$ cat src/logic/tsi_defines.svh
// Constants of the touch sampling and interrupt control block
`ifndef TSI_DEFINES_SVH
`define TSI_DEFINES_SVH

// ====================================================================
// Timing
`define TSI_CLK_NS          8
`define TSI_TICK_NS         5000
`define TSI_SAMPLE_BASE_NS  320000
`define TSI_STEP_NS         35000000
`define TSI_CAL_NS          600000000

// ====================================================================
// Register indices, byte address is four times the index
`define TSI_IDX_STATUS      6'h02
`define TSI_IDX_INT_PEND    6'h03
`define TSI_IDX_RESULT      6'h10
`define TSI_IDX_CTRL        6'h20
`define TSI_IDX_INPUT_EN    6'h21
`define TSI_IDX_RPT_RATE    6'h22
`define TSI_IDX_MIN_PRESS   6'h23
`define TSI_IDX_AVG_SAMP    6'h24
`define TSI_IDX_CAL_REQ     6'h26
`define TSI_IDX_INT_EN      6'h27
`define TSI_IDX_RPT_EN      6'h28
`define TSI_IDX_CAL_VAL     6'h30
`define TSI_IDX_UNMAPPED    6'h25

// ====================================================================
// Reset values
`define TSI_RST_CTRL        8'h01
`define TSI_RST_INPUT_EN    8'h3F
`define TSI_RST_RPT_RATE    8'h04
`define TSI_RST_MIN_PRESS   8'h07
`define TSI_RST_AVG_SAMP    8'h39
`define TSI_RST_CAL_REQ     8'h00
`define TSI_RST_INT_EN      8'h3F
`define TSI_RST_RPT_EN      8'h3F

// ====================================================================
// Field positions
`define TSI_AVG_LSB         4
`define TSI_SAMP_LSB        2
`define TSI_CYC_LSB         0
`define TSI_CTRL_ACTIVE     0
`define TSI_CTRL_REL        1
`define TSI_STAT_LOWPWR     6
`define TSI_STAT_CAL        7

// ====================================================================
// Bus answers
`define TSI_RESP_OKAY       2'h0
`define TSI_RESP_SLVERR     2'h2

`endif

$ cat src/logic/tsi_pkg.sv
// Types of the touch sampling and interrupt control block
package tsi_pkg;
  localparam int NCH = 6;
  typedef logic [2:0] tsi_ch_t;
  typedef enum logic [1:0] {TSI_IDLE, TSI_SAMPLE, TSI_LOWPWR} tsi_seq_e;
endpackage

$ cat src/logic/tsi_mem_if.sv
// Carrier between the sequencer and the result memory
`timescale 1ns/1ns
`default_nettype none
interface tsi_mem_if #(parameter int AW = 3, parameter int DW = 16);
  logic          wr_en;
  logic [AW-1:0] wr_addr;
  logic [DW-1:0] wr_data;
  logic          rd_en;
  logic [AW-1:0] rd_addr;
  logic [DW-1:0] rd_data;
  modport host (output wr_en, wr_addr, wr_data, rd_en, rd_addr, input rd_data);
  modport mem  (input wr_en, wr_addr, wr_data, rd_en, rd_addr, output rd_data);
endinterface
`default_nettype wire

$ cat src/logic/tsi_result_mem.sv
// Averaged result memory, one word per touch input
`timescale 1ns/1ns
`default_nettype none
module tsi_result_mem #(
  parameter int DEPTH = 6,
  parameter int AW    = 3,
  parameter int DW    = 16
) (
  // Clock
  input wire logic aclk,
  // Access
  tsi_mem_if.mem   mem
);
  logic [DW-1:0] store_r [DEPTH];

  initial begin
    if (DEPTH < 1 || DEPTH > (1 << AW)) $error("tsi_result_mem: bad DEPTH");
  end

  always_ff @(posedge aclk) begin
    if (mem.wr_en) begin
      store_r[mem.wr_addr] <= mem.wr_data;
    end
  end

  always_ff @(posedge aclk) begin
    if (mem.rd_en) begin
      mem.rd_data <= (32'(mem.rd_addr) < DEPTH) ? store_r[mem.rd_addr] : '0;
    end
  end
endmodule
`default_nettype wire

$ cat src/logic/tsi_top.sv
// Touch sampling sequencer, calibration and interrupt control
// Operation
// - Averaging field selects 2^n samples per channel
// - Samples back to back, averaged, then stored
// - Sample-time field sets one sample's length
// - Cycle-time field sets cycle period 35-140ms
// - Sample at cycle start, then low power
// - Samples win; cycle stretched when too long
// - Sampling settings act only in Active state
// - Calibration request bit self-clears on success
// - Recalibrating input suppresses presses, base invalid
// - Press during recalibration restarts that attempt
// - Completion stores the 10-bit calibration value
// - Interrupt enable gates pin, status still set
// - No repeat: interrupt at touch and release
// - Repeat, short touch: touch and release interrupts
// - Press-and-hold repeats interrupt every repeat interval
// - Release control bit one suppresses release interrupt on repeat-enabled inputs
// - Repeat rate field, 35ms steps to 560ms
// - Touch longer than minimum press is hold
//
// The AXI4-Lite slave port was left to the implementer.
`timescale 1ns/1ns
`default_nettype none
`include "tsi_defines.svh"
module tsi_top #(
  parameter int TICK_CYCLES = `TSI_TICK_NS / `TSI_CLK_NS,
  parameter int SAMPLE_W    = 16
) (
  // Clock and reset
  input  wire logic                aclk,
  input  wire logic                aresetn,
  // AXI4-Lite write
  input  wire logic [7:0]          awaddr,
  input  wire logic                awvalid,
  output logic                     awready,
  input  wire logic [31:0]         wdata,
  input  wire logic [3:0]          wstrb,
  input  wire logic                wvalid,
  output logic                     wready,
  output logic [1:0]               bresp,
  output logic                     bvalid,
  input  wire logic                bready,
  // AXI4-Lite read
  input  wire logic [7:0]          araddr,
  input  wire logic                arvalid,
  output logic                     arready,
  output logic [31:0]              rdata,
  output logic [1:0]               rresp,
  output logic                     rvalid,
  input  wire logic                rready,
  // Touch pads and analog front end
  input  wire logic [5:0]          touch_raw,
  input  wire logic [SAMPLE_W-1:0] sample_value,
  output logic                     sample_strobe_r,
  output tsi_pkg::tsi_ch_t         sample_channel_r,
  output logic                     low_power_r,
  // Interrupt pin
  output logic                     alert_n_r
);
  import tsi_pkg::*;

  localparam int STEP_TICKS = `TSI_STEP_NS / `TSI_TICK_NS;
  localparam int SBASE      = `TSI_SAMPLE_BASE_NS / `TSI_TICK_NS;
  localparam int CAL_TICKS  = `TSI_CAL_NS / `TSI_TICK_NS;

  initial begin
    if (TICK_CYCLES < 1 || TICK_CYCLES > 1023) $error("tsi_top: bad TICK_CYCLES");
    if (SAMPLE_W < 10 || SAMPLE_W > 24) $error("tsi_top: bad SAMPLE_W");
  end

  // ==================================================================
  // Registers and base tick
  logic [7:0]  ctrl_r, inen_r, rrate_r, mpress_r, avgs_r, calreq_r, inten_r, rpten_r;
  logic [5:0]  pend_r, tsync1_r, tsync2_r, evt, cal_done;
  logic [9:0]  tick_cnt_r, cal_val_r [NCH], last_avg_r [NCH];
  logic        tick_r, wr_fire;
  logic [5:0]  wr_idx;
  logic [7:0]  wd;
  tsi_mem_if #(.AW(3), .DW(SAMPLE_W)) mif ();

  tsi_result_mem #(.DEPTH(NCH), .AW(3), .DW(SAMPLE_W)) u_mem (
    .aclk (aclk),
    .mem  (mif)
  );

  always_ff @(posedge aclk) begin
    if (!aresetn) begin
      tick_cnt_r <= '0;
      tick_r     <= 1'b0;
    end else begin
      tick_r     <= (tick_cnt_r == 10'(TICK_CYCLES - 1));
      tick_cnt_r <= (tick_cnt_r == 10'(TICK_CYCLES - 1)) ? '0 : tick_cnt_r + 10'h001;
    end
  end

  always_ff @(posedge aclk) begin
    if (!aresetn) begin
      tsync1_r <= '0;
      tsync2_r <= '0;
    end else begin
      tsync1_r <= touch_raw;
      tsync2_r <= tsync1_r;
    end
  end

  // ==================================================================
  // Derived timings
  logic [2:0]  avg_code;
  logic [8:0]  avg_n;
  logic [9:0]  samp_ticks;
  logic [19:0] cyc_ticks;
  logic [16:0] rpt_ticks, mp_ticks;
  logic        active, rel_ctrl;
  assign avg_code   = avgs_r[`TSI_AVG_LSB +: 3];
  assign avg_n      = 9'h001 << avg_code;
  assign samp_ticks = 10'(SBASE) << avgs_r[`TSI_SAMP_LSB +: 2];
  assign cyc_ticks  = 20'(({18'h0, avgs_r[`TSI_CYC_LSB +: 2]} + 20'h1) * STEP_TICKS);
  assign rpt_ticks  = 17'(({13'h0, rrate_r[3:0]} + 17'h1) * STEP_TICKS);
  assign mp_ticks   = 17'(({13'h0, mpress_r[3:0]} + 17'h1) * STEP_TICKS);
  assign active     = ctrl_r[`TSI_CTRL_ACTIVE];
  assign rel_ctrl   = ctrl_r[`TSI_CTRL_REL];

  function automatic logic [3:0] next_en(input logic [5:0] en, input logic [3:0] from);
    logic [3:0] r;
    r = 4'(NCH);
    for (int k = NCH - 1; k >= 0; k--) begin
      if (en[k] && 4'(k) >= from) r = 4'(k);
    end
    return r;
  endfunction

  // ==================================================================
  // Sensor cycle sequencer
  tsi_seq_e    state_r;
  tsi_ch_t     ch_r;
  logic [9:0]  samp_cnt_r;
  logic [8:0]  n_r;
  logic [19:0] cyc_cnt_r;
  logic [SAMPLE_W+6:0] acc_r, acc_nxt;
  logic        samp_end, ch_end, cyc_over;
  logic [3:0]  first_ch, after_ch;
  assign samp_end = active && (state_r == TSI_SAMPLE) && tick_r
                 && (samp_cnt_r >= samp_ticks - 10'h1);
  assign cyc_over = (cyc_cnt_r >= cyc_ticks)
                 || (tick_r && cyc_cnt_r >= cyc_ticks - 20'h1);
  assign acc_nxt  = acc_r + (SAMPLE_W+7)'(sample_value);
  assign ch_end   = samp_end && (n_r + 9'h1 >= avg_n);
  assign first_ch = next_en(inen_r[5:0], 4'h0);
  assign after_ch = next_en(inen_r[5:0], {1'b0, ch_r} + 4'h1);
  assign mif.wr_en   = ch_end;
  assign mif.wr_addr = ch_r;
  assign mif.wr_data = SAMPLE_W'(acc_nxt >> avg_code);

  always_ff @(posedge aclk) begin
    if (!aresetn) begin
      state_r    <= TSI_IDLE;
      ch_r       <= '0;
      samp_cnt_r <= '0;
      n_r        <= '0;
      acc_r      <= '0;
      cyc_cnt_r  <= '0;
    end else begin
      if (tick_r && cyc_cnt_r != 20'hFFFFF) cyc_cnt_r <= cyc_cnt_r + 20'h1;
      case (state_r)
        TSI_IDLE: begin
          if (active) begin
            cyc_cnt_r  <= '0;
            samp_cnt_r <= '0;
            n_r        <= '0;
            acc_r      <= '0;
            ch_r       <= 3'(first_ch);
            state_r    <= (first_ch == 4'(NCH)) ? TSI_LOWPWR : TSI_SAMPLE;
          end
        end
        TSI_SAMPLE: begin
          if (!active) begin
            state_r <= TSI_IDLE;
          end else if (samp_end) begin
            samp_cnt_r <= '0;
            if (ch_end) begin
              n_r   <= '0;
              acc_r <= '0;
              if (after_ch == 4'(NCH)) begin
                state_r <= cyc_over ? TSI_IDLE : TSI_LOWPWR;
              end else begin
                ch_r <= 3'(after_ch);
              end
            end else begin
              n_r   <= n_r + 9'h1;
              acc_r <= acc_nxt;
            end
          end else if (tick_r) begin
            samp_cnt_r <= samp_cnt_r + 10'h1;
          end
        end
        TSI_LOWPWR: begin
          if (!active || cyc_over) state_r <= TSI_IDLE;
        end
        default: state_r <= TSI_IDLE;
      endcase
    end
  end

  always_ff @(posedge aclk) begin
    if (!aresetn) begin
      sample_strobe_r  <= 1'b0;
      sample_channel_r <= '0;
      low_power_r      <= 1'b0;
    end else begin
      sample_strobe_r  <= samp_end;
      sample_channel_r <= ch_r;
      low_power_r      <= (state_r == TSI_LOWPWR);
    end
  end

  always_ff @(posedge aclk) begin
    if (!aresetn) begin
      for (int k = 0; k < NCH; k++) last_avg_r[k] <= '0;
    end else if (ch_end) begin
      last_avg_r[ch_r] <= mif.wr_data[9:0];
    end
  end

  // ==================================================================
  // Per-input touch, repeat and calibration
  logic [5:0] touch_ok;
  assign touch_ok = tsync2_r & ~calreq_r[5:0];

  for (genvar i = 0; i < NCH; i++) begin : g_in
    logic        prev_r, press, release_ev, is_hold, rep_hit;
    logic [16:0] hold_cnt_r, rep_cnt_r, cal_cnt_r;
    assign press      = touch_ok[i] & ~prev_r;
    assign release_ev = ~touch_ok[i] & prev_r;
    assign is_hold    = rpten_r[i] && (hold_cnt_r > mp_ticks);
    assign rep_hit    = touch_ok[i] && is_hold && tick_r && (rep_cnt_r >= rpt_ticks - 17'h1);
    assign evt[i]     = press | rep_hit
                      | (release_ev & (~rpten_r[i] | ~rel_ctrl));
    assign cal_done[i] = calreq_r[i] && !tsync2_r[i] && tick_r
                      && (cal_cnt_r == 17'(CAL_TICKS - 1));

    always_ff @(posedge aclk) begin
      if (!aresetn) begin
        prev_r     <= 1'b0;
        hold_cnt_r <= '0;
        rep_cnt_r  <= '0;
      end else begin
        prev_r <= touch_ok[i];
        if (press) begin
          hold_cnt_r <= '0;
          rep_cnt_r  <= '0;
        end else if (touch_ok[i] && tick_r) begin
          if (hold_cnt_r != 17'h1FFFF) hold_cnt_r <= hold_cnt_r + 17'h1;
          rep_cnt_r <= (rep_cnt_r >= rpt_ticks - 17'h1) ? '0 : rep_cnt_r + 17'h1;
        end
      end
    end

    always_ff @(posedge aclk) begin
      if (!aresetn) begin
        cal_cnt_r    <= '0;
        cal_val_r[i] <= '0;
      end else begin
        if (!calreq_r[i] || tsync2_r[i]) cal_cnt_r <= '0;
        else if (tick_r) cal_cnt_r <= cal_cnt_r + 17'h1;
        if (cal_done[i]) cal_val_r[i] <= last_avg_r[i];
      end
    end
  end

  // ==================================================================
  // AXI4-Lite slave
  logic       aw_hold_r, w_hold_r, rd_stage_r;
  logic [5:0] aw_idx_r, ar_idx_r;
  logic [7:0] wdat_r;
  logic       wstrb0_r;
  assign wr_fire = aw_hold_r && w_hold_r && !bvalid;
  assign wr_idx  = aw_idx_r;
  assign wd      = wstrb0_r ? wdat_r : 8'h00;
  assign mif.rd_en   = arvalid && arready;
  assign mif.rd_addr = 3'(araddr[7:2] - `TSI_IDX_RESULT);

  function automatic logic mapped(input logic [5:0] x);
    return (x == `TSI_IDX_STATUS) || (x == `TSI_IDX_INT_PEND)
        || (x >= `TSI_IDX_RESULT && x < `TSI_IDX_RESULT + 6'(NCH))
        || (x >= `TSI_IDX_CTRL && x <= `TSI_IDX_RPT_EN && x != `TSI_IDX_UNMAPPED)
        || (x >= `TSI_IDX_CAL_VAL && x < `TSI_IDX_CAL_VAL + 6'(NCH));
  endfunction

  always_ff @(posedge aclk) begin
    if (!aresetn) begin
      awready <= 1'b1;
      wready  <= 1'b1;
      aw_hold_r <= 1'b0;
      w_hold_r  <= 1'b0;
      aw_idx_r  <= '0;
      wdat_r    <= '0;
      wstrb0_r  <= 1'b0;
      bvalid    <= 1'b0;
      bresp     <= `TSI_RESP_OKAY;
    end else begin
      if (awvalid && awready) begin
        aw_hold_r <= 1'b1;
        aw_idx_r  <= awaddr[7:2];
        awready   <= 1'b0;
      end
      if (wvalid && wready) begin
        w_hold_r <= 1'b1;
        wdat_r   <= wdata[7:0];
        wstrb0_r <= wstrb[0];
        wready   <= 1'b0;
      end
      if (wr_fire) begin
        aw_hold_r <= 1'b0;
        w_hold_r  <= 1'b0;
        bvalid    <= 1'b1;
        bresp     <= mapped(wr_idx) ? `TSI_RESP_OKAY : `TSI_RESP_SLVERR;
      end
      if (bvalid && bready) begin
        bvalid  <= 1'b0;
        awready <= 1'b1;
        wready  <= 1'b1;
      end
    end
  end

  // Writable registers, write-one-to-clear pending bits
  always_ff @(posedge aclk) begin
    if (!aresetn) begin
      ctrl_r   <= `TSI_RST_CTRL;
      inen_r   <= `TSI_RST_INPUT_EN;
      rrate_r  <= `TSI_RST_RPT_RATE;
      mpress_r <= `TSI_RST_MIN_PRESS;
      avgs_r   <= `TSI_RST_AVG_SAMP;
      inten_r  <= `TSI_RST_INT_EN;
      rpten_r  <= `TSI_RST_RPT_EN;
      calreq_r <= `TSI_RST_CAL_REQ;
      pend_r   <= '0;
      alert_n_r <= 1'b1;
    end else begin
      if (wr_fire && wstrb0_r) begin
        case (wr_idx)
          `TSI_IDX_CTRL:      ctrl_r   <= wd & 8'h03;
          `TSI_IDX_INPUT_EN:  inen_r   <= wd & 8'h3F;
          `TSI_IDX_RPT_RATE:  rrate_r  <= wd & 8'h0F;
          `TSI_IDX_MIN_PRESS: mpress_r <= wd & 8'h0F;
          `TSI_IDX_AVG_SAMP:  avgs_r   <= wd & 8'h7F;
          `TSI_IDX_INT_EN:    inten_r  <= wd & 8'h3F;
          `TSI_IDX_RPT_EN:    rpten_r  <= wd & 8'h3F;
          default: ;
        endcase
      end
      if (wr_fire && wstrb0_r && wr_idx == `TSI_IDX_CAL_REQ) begin
        calreq_r <= {2'b00, wd[5:0]};
      end else begin
        calreq_r <= {2'b00, calreq_r[5:0] & ~cal_done};
      end
      pend_r <= (pend_r & ~((wr_fire && wstrb0_r && wr_idx == `TSI_IDX_INT_PEND) ?
                 wd[5:0] : 6'h00)) | (evt & inten_r[5:0]);
      alert_n_r <= ~|pend_r;
    end
  end

  // Read path, data one edge after the address is taken
  always_ff @(posedge aclk) begin
    if (!aresetn) begin
      arready    <= 1'b1;
      rd_stage_r <= 1'b0;
      ar_idx_r   <= '0;
      rvalid     <= 1'b0;
      rdata      <= '0;
      rresp      <= `TSI_RESP_OKAY;
    end else begin
      if (arvalid && arready) begin
        arready    <= 1'b0;
        rd_stage_r <= 1'b1;
        ar_idx_r   <= araddr[7:2];
      end
      if (rd_stage_r) begin
        rd_stage_r <= 1'b0;
        rvalid     <= 1'b1;
        rresp      <= mapped(ar_idx_r) ? `TSI_RESP_OKAY : `TSI_RESP_SLVERR;
        rdata      <= '0;
        if (ar_idx_r >= `TSI_IDX_RESULT && ar_idx_r < `TSI_IDX_RESULT + 6'(NCH)) begin
          rdata <= 32'(mif.rd_data);
        end else if (ar_idx_r >= `TSI_IDX_CAL_VAL && ar_idx_r < `TSI_IDX_CAL_VAL + 6'(NCH)) begin
          rdata <= 32'(cal_val_r[3'(ar_idx_r - `TSI_IDX_CAL_VAL)]);
        end else begin
          case (ar_idx_r)
            `TSI_IDX_STATUS:    rdata <= {24'h0, |calreq_r[5:0], low_power_r, tsync2_r & ~calreq_r[5:0]};
            `TSI_IDX_INT_PEND:  rdata <= {26'h0, pend_r};
            `TSI_IDX_CTRL:      rdata <= {24'h0, ctrl_r};
            `TSI_IDX_INPUT_EN:  rdata <= {24'h0, inen_r};
            `TSI_IDX_RPT_RATE:  rdata <= {24'h0, rrate_r};
            `TSI_IDX_MIN_PRESS: rdata <= {24'h0, mpress_r};
            `TSI_IDX_AVG_SAMP:  rdata <= {24'h0, avgs_r};
            `TSI_IDX_CAL_REQ:   rdata <= {24'h0, calreq_r};
            `TSI_IDX_INT_EN:    rdata <= {24'h0, inten_r};
            `TSI_IDX_RPT_EN:    rdata <= {24'h0, rpten_r};
            default:            rdata <= '0;
          endcase
        end
      end
      if (rvalid && rready) begin
        rvalid  <= 1'b0;
        arready <= 1'b1;
      end
    end
  end
endmodule
`default_nettype wire

$ cat config.mk
export PLATFORM = sky130hd
export DESIGN_NAME = tsi_top
export DESIGN_NICKNAME = d
export VERILOG_FILES = /design/src/logic/tsi_pkg.sv /design/src/logic/tsi_mem_if.sv /design/src/logic/tsi_result_mem.sv /design/src/logic/tsi_top.sv
export VERILOG_INCLUDE_DIRS = /design/src /design/src/logic
export SDC_FILE = /design/constraint.sdc
export NUM_CORES = 2
export LEC_CHECK = 0
export BUFFER_PORTS_ARGS = -buffer_cell sky130_fd_sc_hd__buf_2
export CORE_MARGIN = 4
export CORE_UTILIZATION = 46
export CTS_BUF_LIST = sky130_fd_sc_hd__clkbuf_4 sky130_fd_sc_hd__clkbuf_8
export CTS_CLUSTER_SIZE = 10
export DETAILED_ROUTE_END_ITERATION = 10
export GPL_ROUTABILITY_DRIVEN = 0
export HOLD_SLACK_MARGIN = 0.03
export MAX_ROUTING_LAYER = met4
export PLACE_DENSITY = 0.69
export REMOVE_ABC_BUFFERS = 1
export SETUP_SLACK_MARGIN = 0.3
export SYNTH_ARGS = -nofsm -noshare
export SYNTH_HDL_FRONTEND = slang
export SYNTH_HIERARCHICAL = 1
export SYNTH_SLANG_ARGS = --single-unit
$ cat constraint.sdc
create_clock -name aclk -period 10.85 [get_ports aclk]
set_input_delay 0 -clock aclk [delete_from_list [all_inputs] [get_ports aclk]]
set_output_delay 0 -clock aclk [all_outputs]
set_load 0.02 [all_outputs]
==> impl_metrics.csv <==
group,metric,value,unit
pwr,leakage,17.5,nW
global_routing,grt_overflow_total,0,
timing,slew_headroom,14.2,%
finish,n_fill_cell,7670,
clocking,clock_latency,800,ps
drt,drt_iter0_drc,2148,
timing,clock.fmax,0.133,GHz
timing,worstMarginPinSlew,1280,ps
synth,synthesis.area,39500,um2
pwr,clock_power_share,46.3,%
finish,utilization,52.6,%
drt,avgRoutedWirePerCell,17.2,um
pwr,p_sw,1.45,mW
floorplanning,coreArea,85100,um2
status,status,"finished, final reports clean",
synth,synthDistinctLibCells,111,
pwr,p_int,4.61,mW
pwr,irDropWorstVdd,0.000101,V
synth,synthAdderAreaFrac,10.1,%
clocking,cts_setup_buffers,0,
global_routing,grt_pass1_vias,29700,
timing,setup_viol,0,
drt,vias,30800,
clocking,cts_hold_buffers,97,
placement,io_buffers,77,
pwr,power.density,135,nW/um2
setup_path,crit_slowest_cell,"xnor2_1",
global_routing,met3_usage,3.53,%
floorplanning,die_height,301,um
pwr,pwr-share-seq,48.5,%
timing,drv_slew,0,
pwr,combPwrFrac,5.2,%
drt,via_per_inst,5.47,
finish,mostFrequentLayoutCells,"582 x nor2_1, 503 x dfxtp_1, 327 x nand2_1, 292 x ha_1, 232 x edfxtp_1",
floorplanning,io_pins,128,
floorplanning,rows,107,
finish,synthToLayoutAreaGrowth,13.3,%
global_routing,antenna_found_initial,3,
drt,drtAntennaViolNets,0,
synth,synthFlopType,"dfxtp_1",
synth,synthArstFlopShare,0,%
pwr,swShare,23.9,%
setup_path,path_max_fanout,16,
clocking,path_clk_slew,60,ps
job,maxCapViolCount,0,
clocking,clock-sinks,736,
setup_path,critPathMaxStageDelay,740,ps
synth,synth_seq_cells,736,
global_routing,top_usage_layer,"met2",
global_routing,track_usage,21.8,%
timing,setup_tns,0,ps
setup_path,end_kind,"flip-flop",
timing,rsz0062_at_grt,"false",
floorplanning,dieArea,90700,um2
finish,layout_commonest_cell,"nor2_1",
timing,fin_crit,7490,ps
clocking,cts_tree,"yes",
pwr,total_power,6.06,mW
synth,yosys_warnings,6,
global_routing,grt_pass1_wl,156000,um
drt,firstDrtPassIters,5,
finish,seq_area,17100,um2
synth,avgSynthCellArea,9.45,um2
synth,synth_compound_area_share,11.1,%
finish,drive_above_1_share,9.59,%
clocking,clk_path_buf_depth,3,
global_routing,grt_max_degree,66,
setup_path,crit_type,"flip-flop to flip-flop",
setup_path,critPathLaunchType,"flip-flop",
clocking,ctsRootBufferMaster,"clkbuf_8",
worst_hold_path,hp-class,"input port to flip-flop",
synth,synth_edf_count,232,
clocking,ctsHtreeMaxLevel,4,
clocking,cts_made_buffers,133,
drt,drc_errors,0,
synth,synthMuxAreaShare,3.63,%
setup_path,arrival,8100,ps
synth,yosys.area_share.simple,20.4,%
floorplanning,fp.dieW,301,um
timing,hold_viol,0,
drt,wl,96900,um
timing,skew,61.5,ps
global_routing,met1_usage,28.3,%
global_routing,met2_usage,34.9,%
finish,final_net_count,4773,
synth,synth_cells,4184,
setup_path,cp.required,11450,ps
synth,synth_top_family_by_area,"simple AND/OR/NAND/NOR gates",
floorplanning,start_util,46.4,%
clocking,ctsResizeCount,0,
timing,fin_crit_sh,69.0,%
synth,seq_area_frac_synth,43.1,%
finish,multiInputGateArea,21200,um2
placement,hpwlAfterDp,66000,um
synth,synthXorXnorAreaFrac,7.95,%
[state kept, by name (all words and copies together), names as in the netlist, 7 cells and up, named ones only]
| signal | flops |
|---|---|
| g_in.rep_cnt_r | 102 |
| g_in.cal_cnt_r | 102 |
| avgs_r | 7 |
| n_r | 9 |
| samp_cnt_r | 10 |
| cyc_cnt_r | 20 |
| acc_r | 23 |
| cal_val_r | 60 |
| last_avg_r | 60 |
| wdat_r | 7 |
| tick_cnt_r | 10 |
| g_in.hold_cnt_r | 102 |
| u_mem/mem.rd_data | 16 |
| u_mem/store_r | 96 |
| rdata | 16 |
[routing by layer]
| metal | up-vias | wire (um) |
|---|---|---|
| met1 | 14600 | 43300 |
| met2 | 826 | 45100 |
| met3 | 197 | 5860 |
| met5 | - | 0 |
| li1 | 15200 | - |
| met4 | 0 | 2640 |
[cell type report]
cell class | count | area share [%]
Tap cell | 1144 | 3.20
Inverter | 158 | 1.33
Multi-Input combinational cell | 3140 | 47.2
Clock buffer | 196 | 5.49
Antenna cell | 5 | 0.0279
Sequential cell | 736 | 38.1
Timing Repair Buffer | 214 | 3.70
Clock inverter | 39 | 0.914
[synth_stat cells (all sizes together), types with 14 or more instances]
cell type    n  share of area (%)
a21o        52                1.0
a21oi      211                2.7
a22oi       33               0.64
a31oi       17               0.28
and2        89                1.4
and3        62               0.98
and4        16               0.35
buf         50               0.94
clkbuf     117                1.1
dfxtp      504                 26
edfxtp     232                 18
fa          17               0.86
ha         292                9.2
inv        156                1.5
mux2i       96                2.4
mux4        18                1.0
nand2      328                3.1
nand2b      50               0.79
nand3      183                2.3
nand3b      14               0.27
nand4      110                1.8
nor2       593                5.8
nor2b       34               0.54
nor3        57               0.72
nor4        14               0.22
o211ai      40               0.76
o21a        34               0.65
o21ai      130                1.6
o221ai      19               0.42
or2         14               0.22
or3         52               0.84
xnor2      145                3.2
xor2       214                4.7
[cells by family after synthesis]
logic type | Yosys count
AND/OR/NAND/NOR | 1665
flip-flops | 736
AO/OA/AOI/OAI | 668
XOR/XNOR | 359
buffers and inverters | 325
adder cells (fa/ha/maj) | 310
multiplexers | 120
other | 1
[final timing paths]
check	from	to	slack, ps	cells after the start
setup / recovery	rrate_r[0]	g_in[3].rep_cnt_r[11]	3360	25
hold / removal	awvalid	aw_idx_r[3]	180	4
setup reg to reg	rrate_r[0]	g_in[3].rep_cnt_r[11]	3360	25
hold reg to reg	tsync1_r[2]	tsync2_r[2]	430	1
[per-stage QoR]
stage / setup slack [ps] / hold WS [ps] / cell area, um2 / cells
after floorplan: 4910 / 61.9 / 38800 / 4034
after global placement: 3490 / 198 / 40900 / 5295
after detailed placement: 3370 / 207 / 40900 / 5295
after CTS: 3310 / 54.7 / 44800 / 5627
after global routing: 2630 / 169 / 44800 / 5630
final: 3360 / 179 / 44800 / 5632
[power groups by stage]
stage / clock network [mW] / logic [mW] / registers [mW]
6_report: 2.81 / 0.314 / 2.94
5_1_grt: 3.00 / 0.343 / 2.94
4_1_cts: 2.87 / 0.311 / 2.93
3_5_place_dp: 0 / 0.283 / 2.99
3_3_place_gp: 0 / 0.282 / 2.99
2_1_floorplan: 0 / 0.166 / 2.98
[critical path, delay by kind of cell (launching register included)]
family,cells,cell delay (ps)
compound gates,8,1750
xor+xnor,2,1030
fa+ha+maj,5,1710
buf+inv,4,1030
flops,1,660
simple gates,6,1130
(Power assumes the default switching activity.)
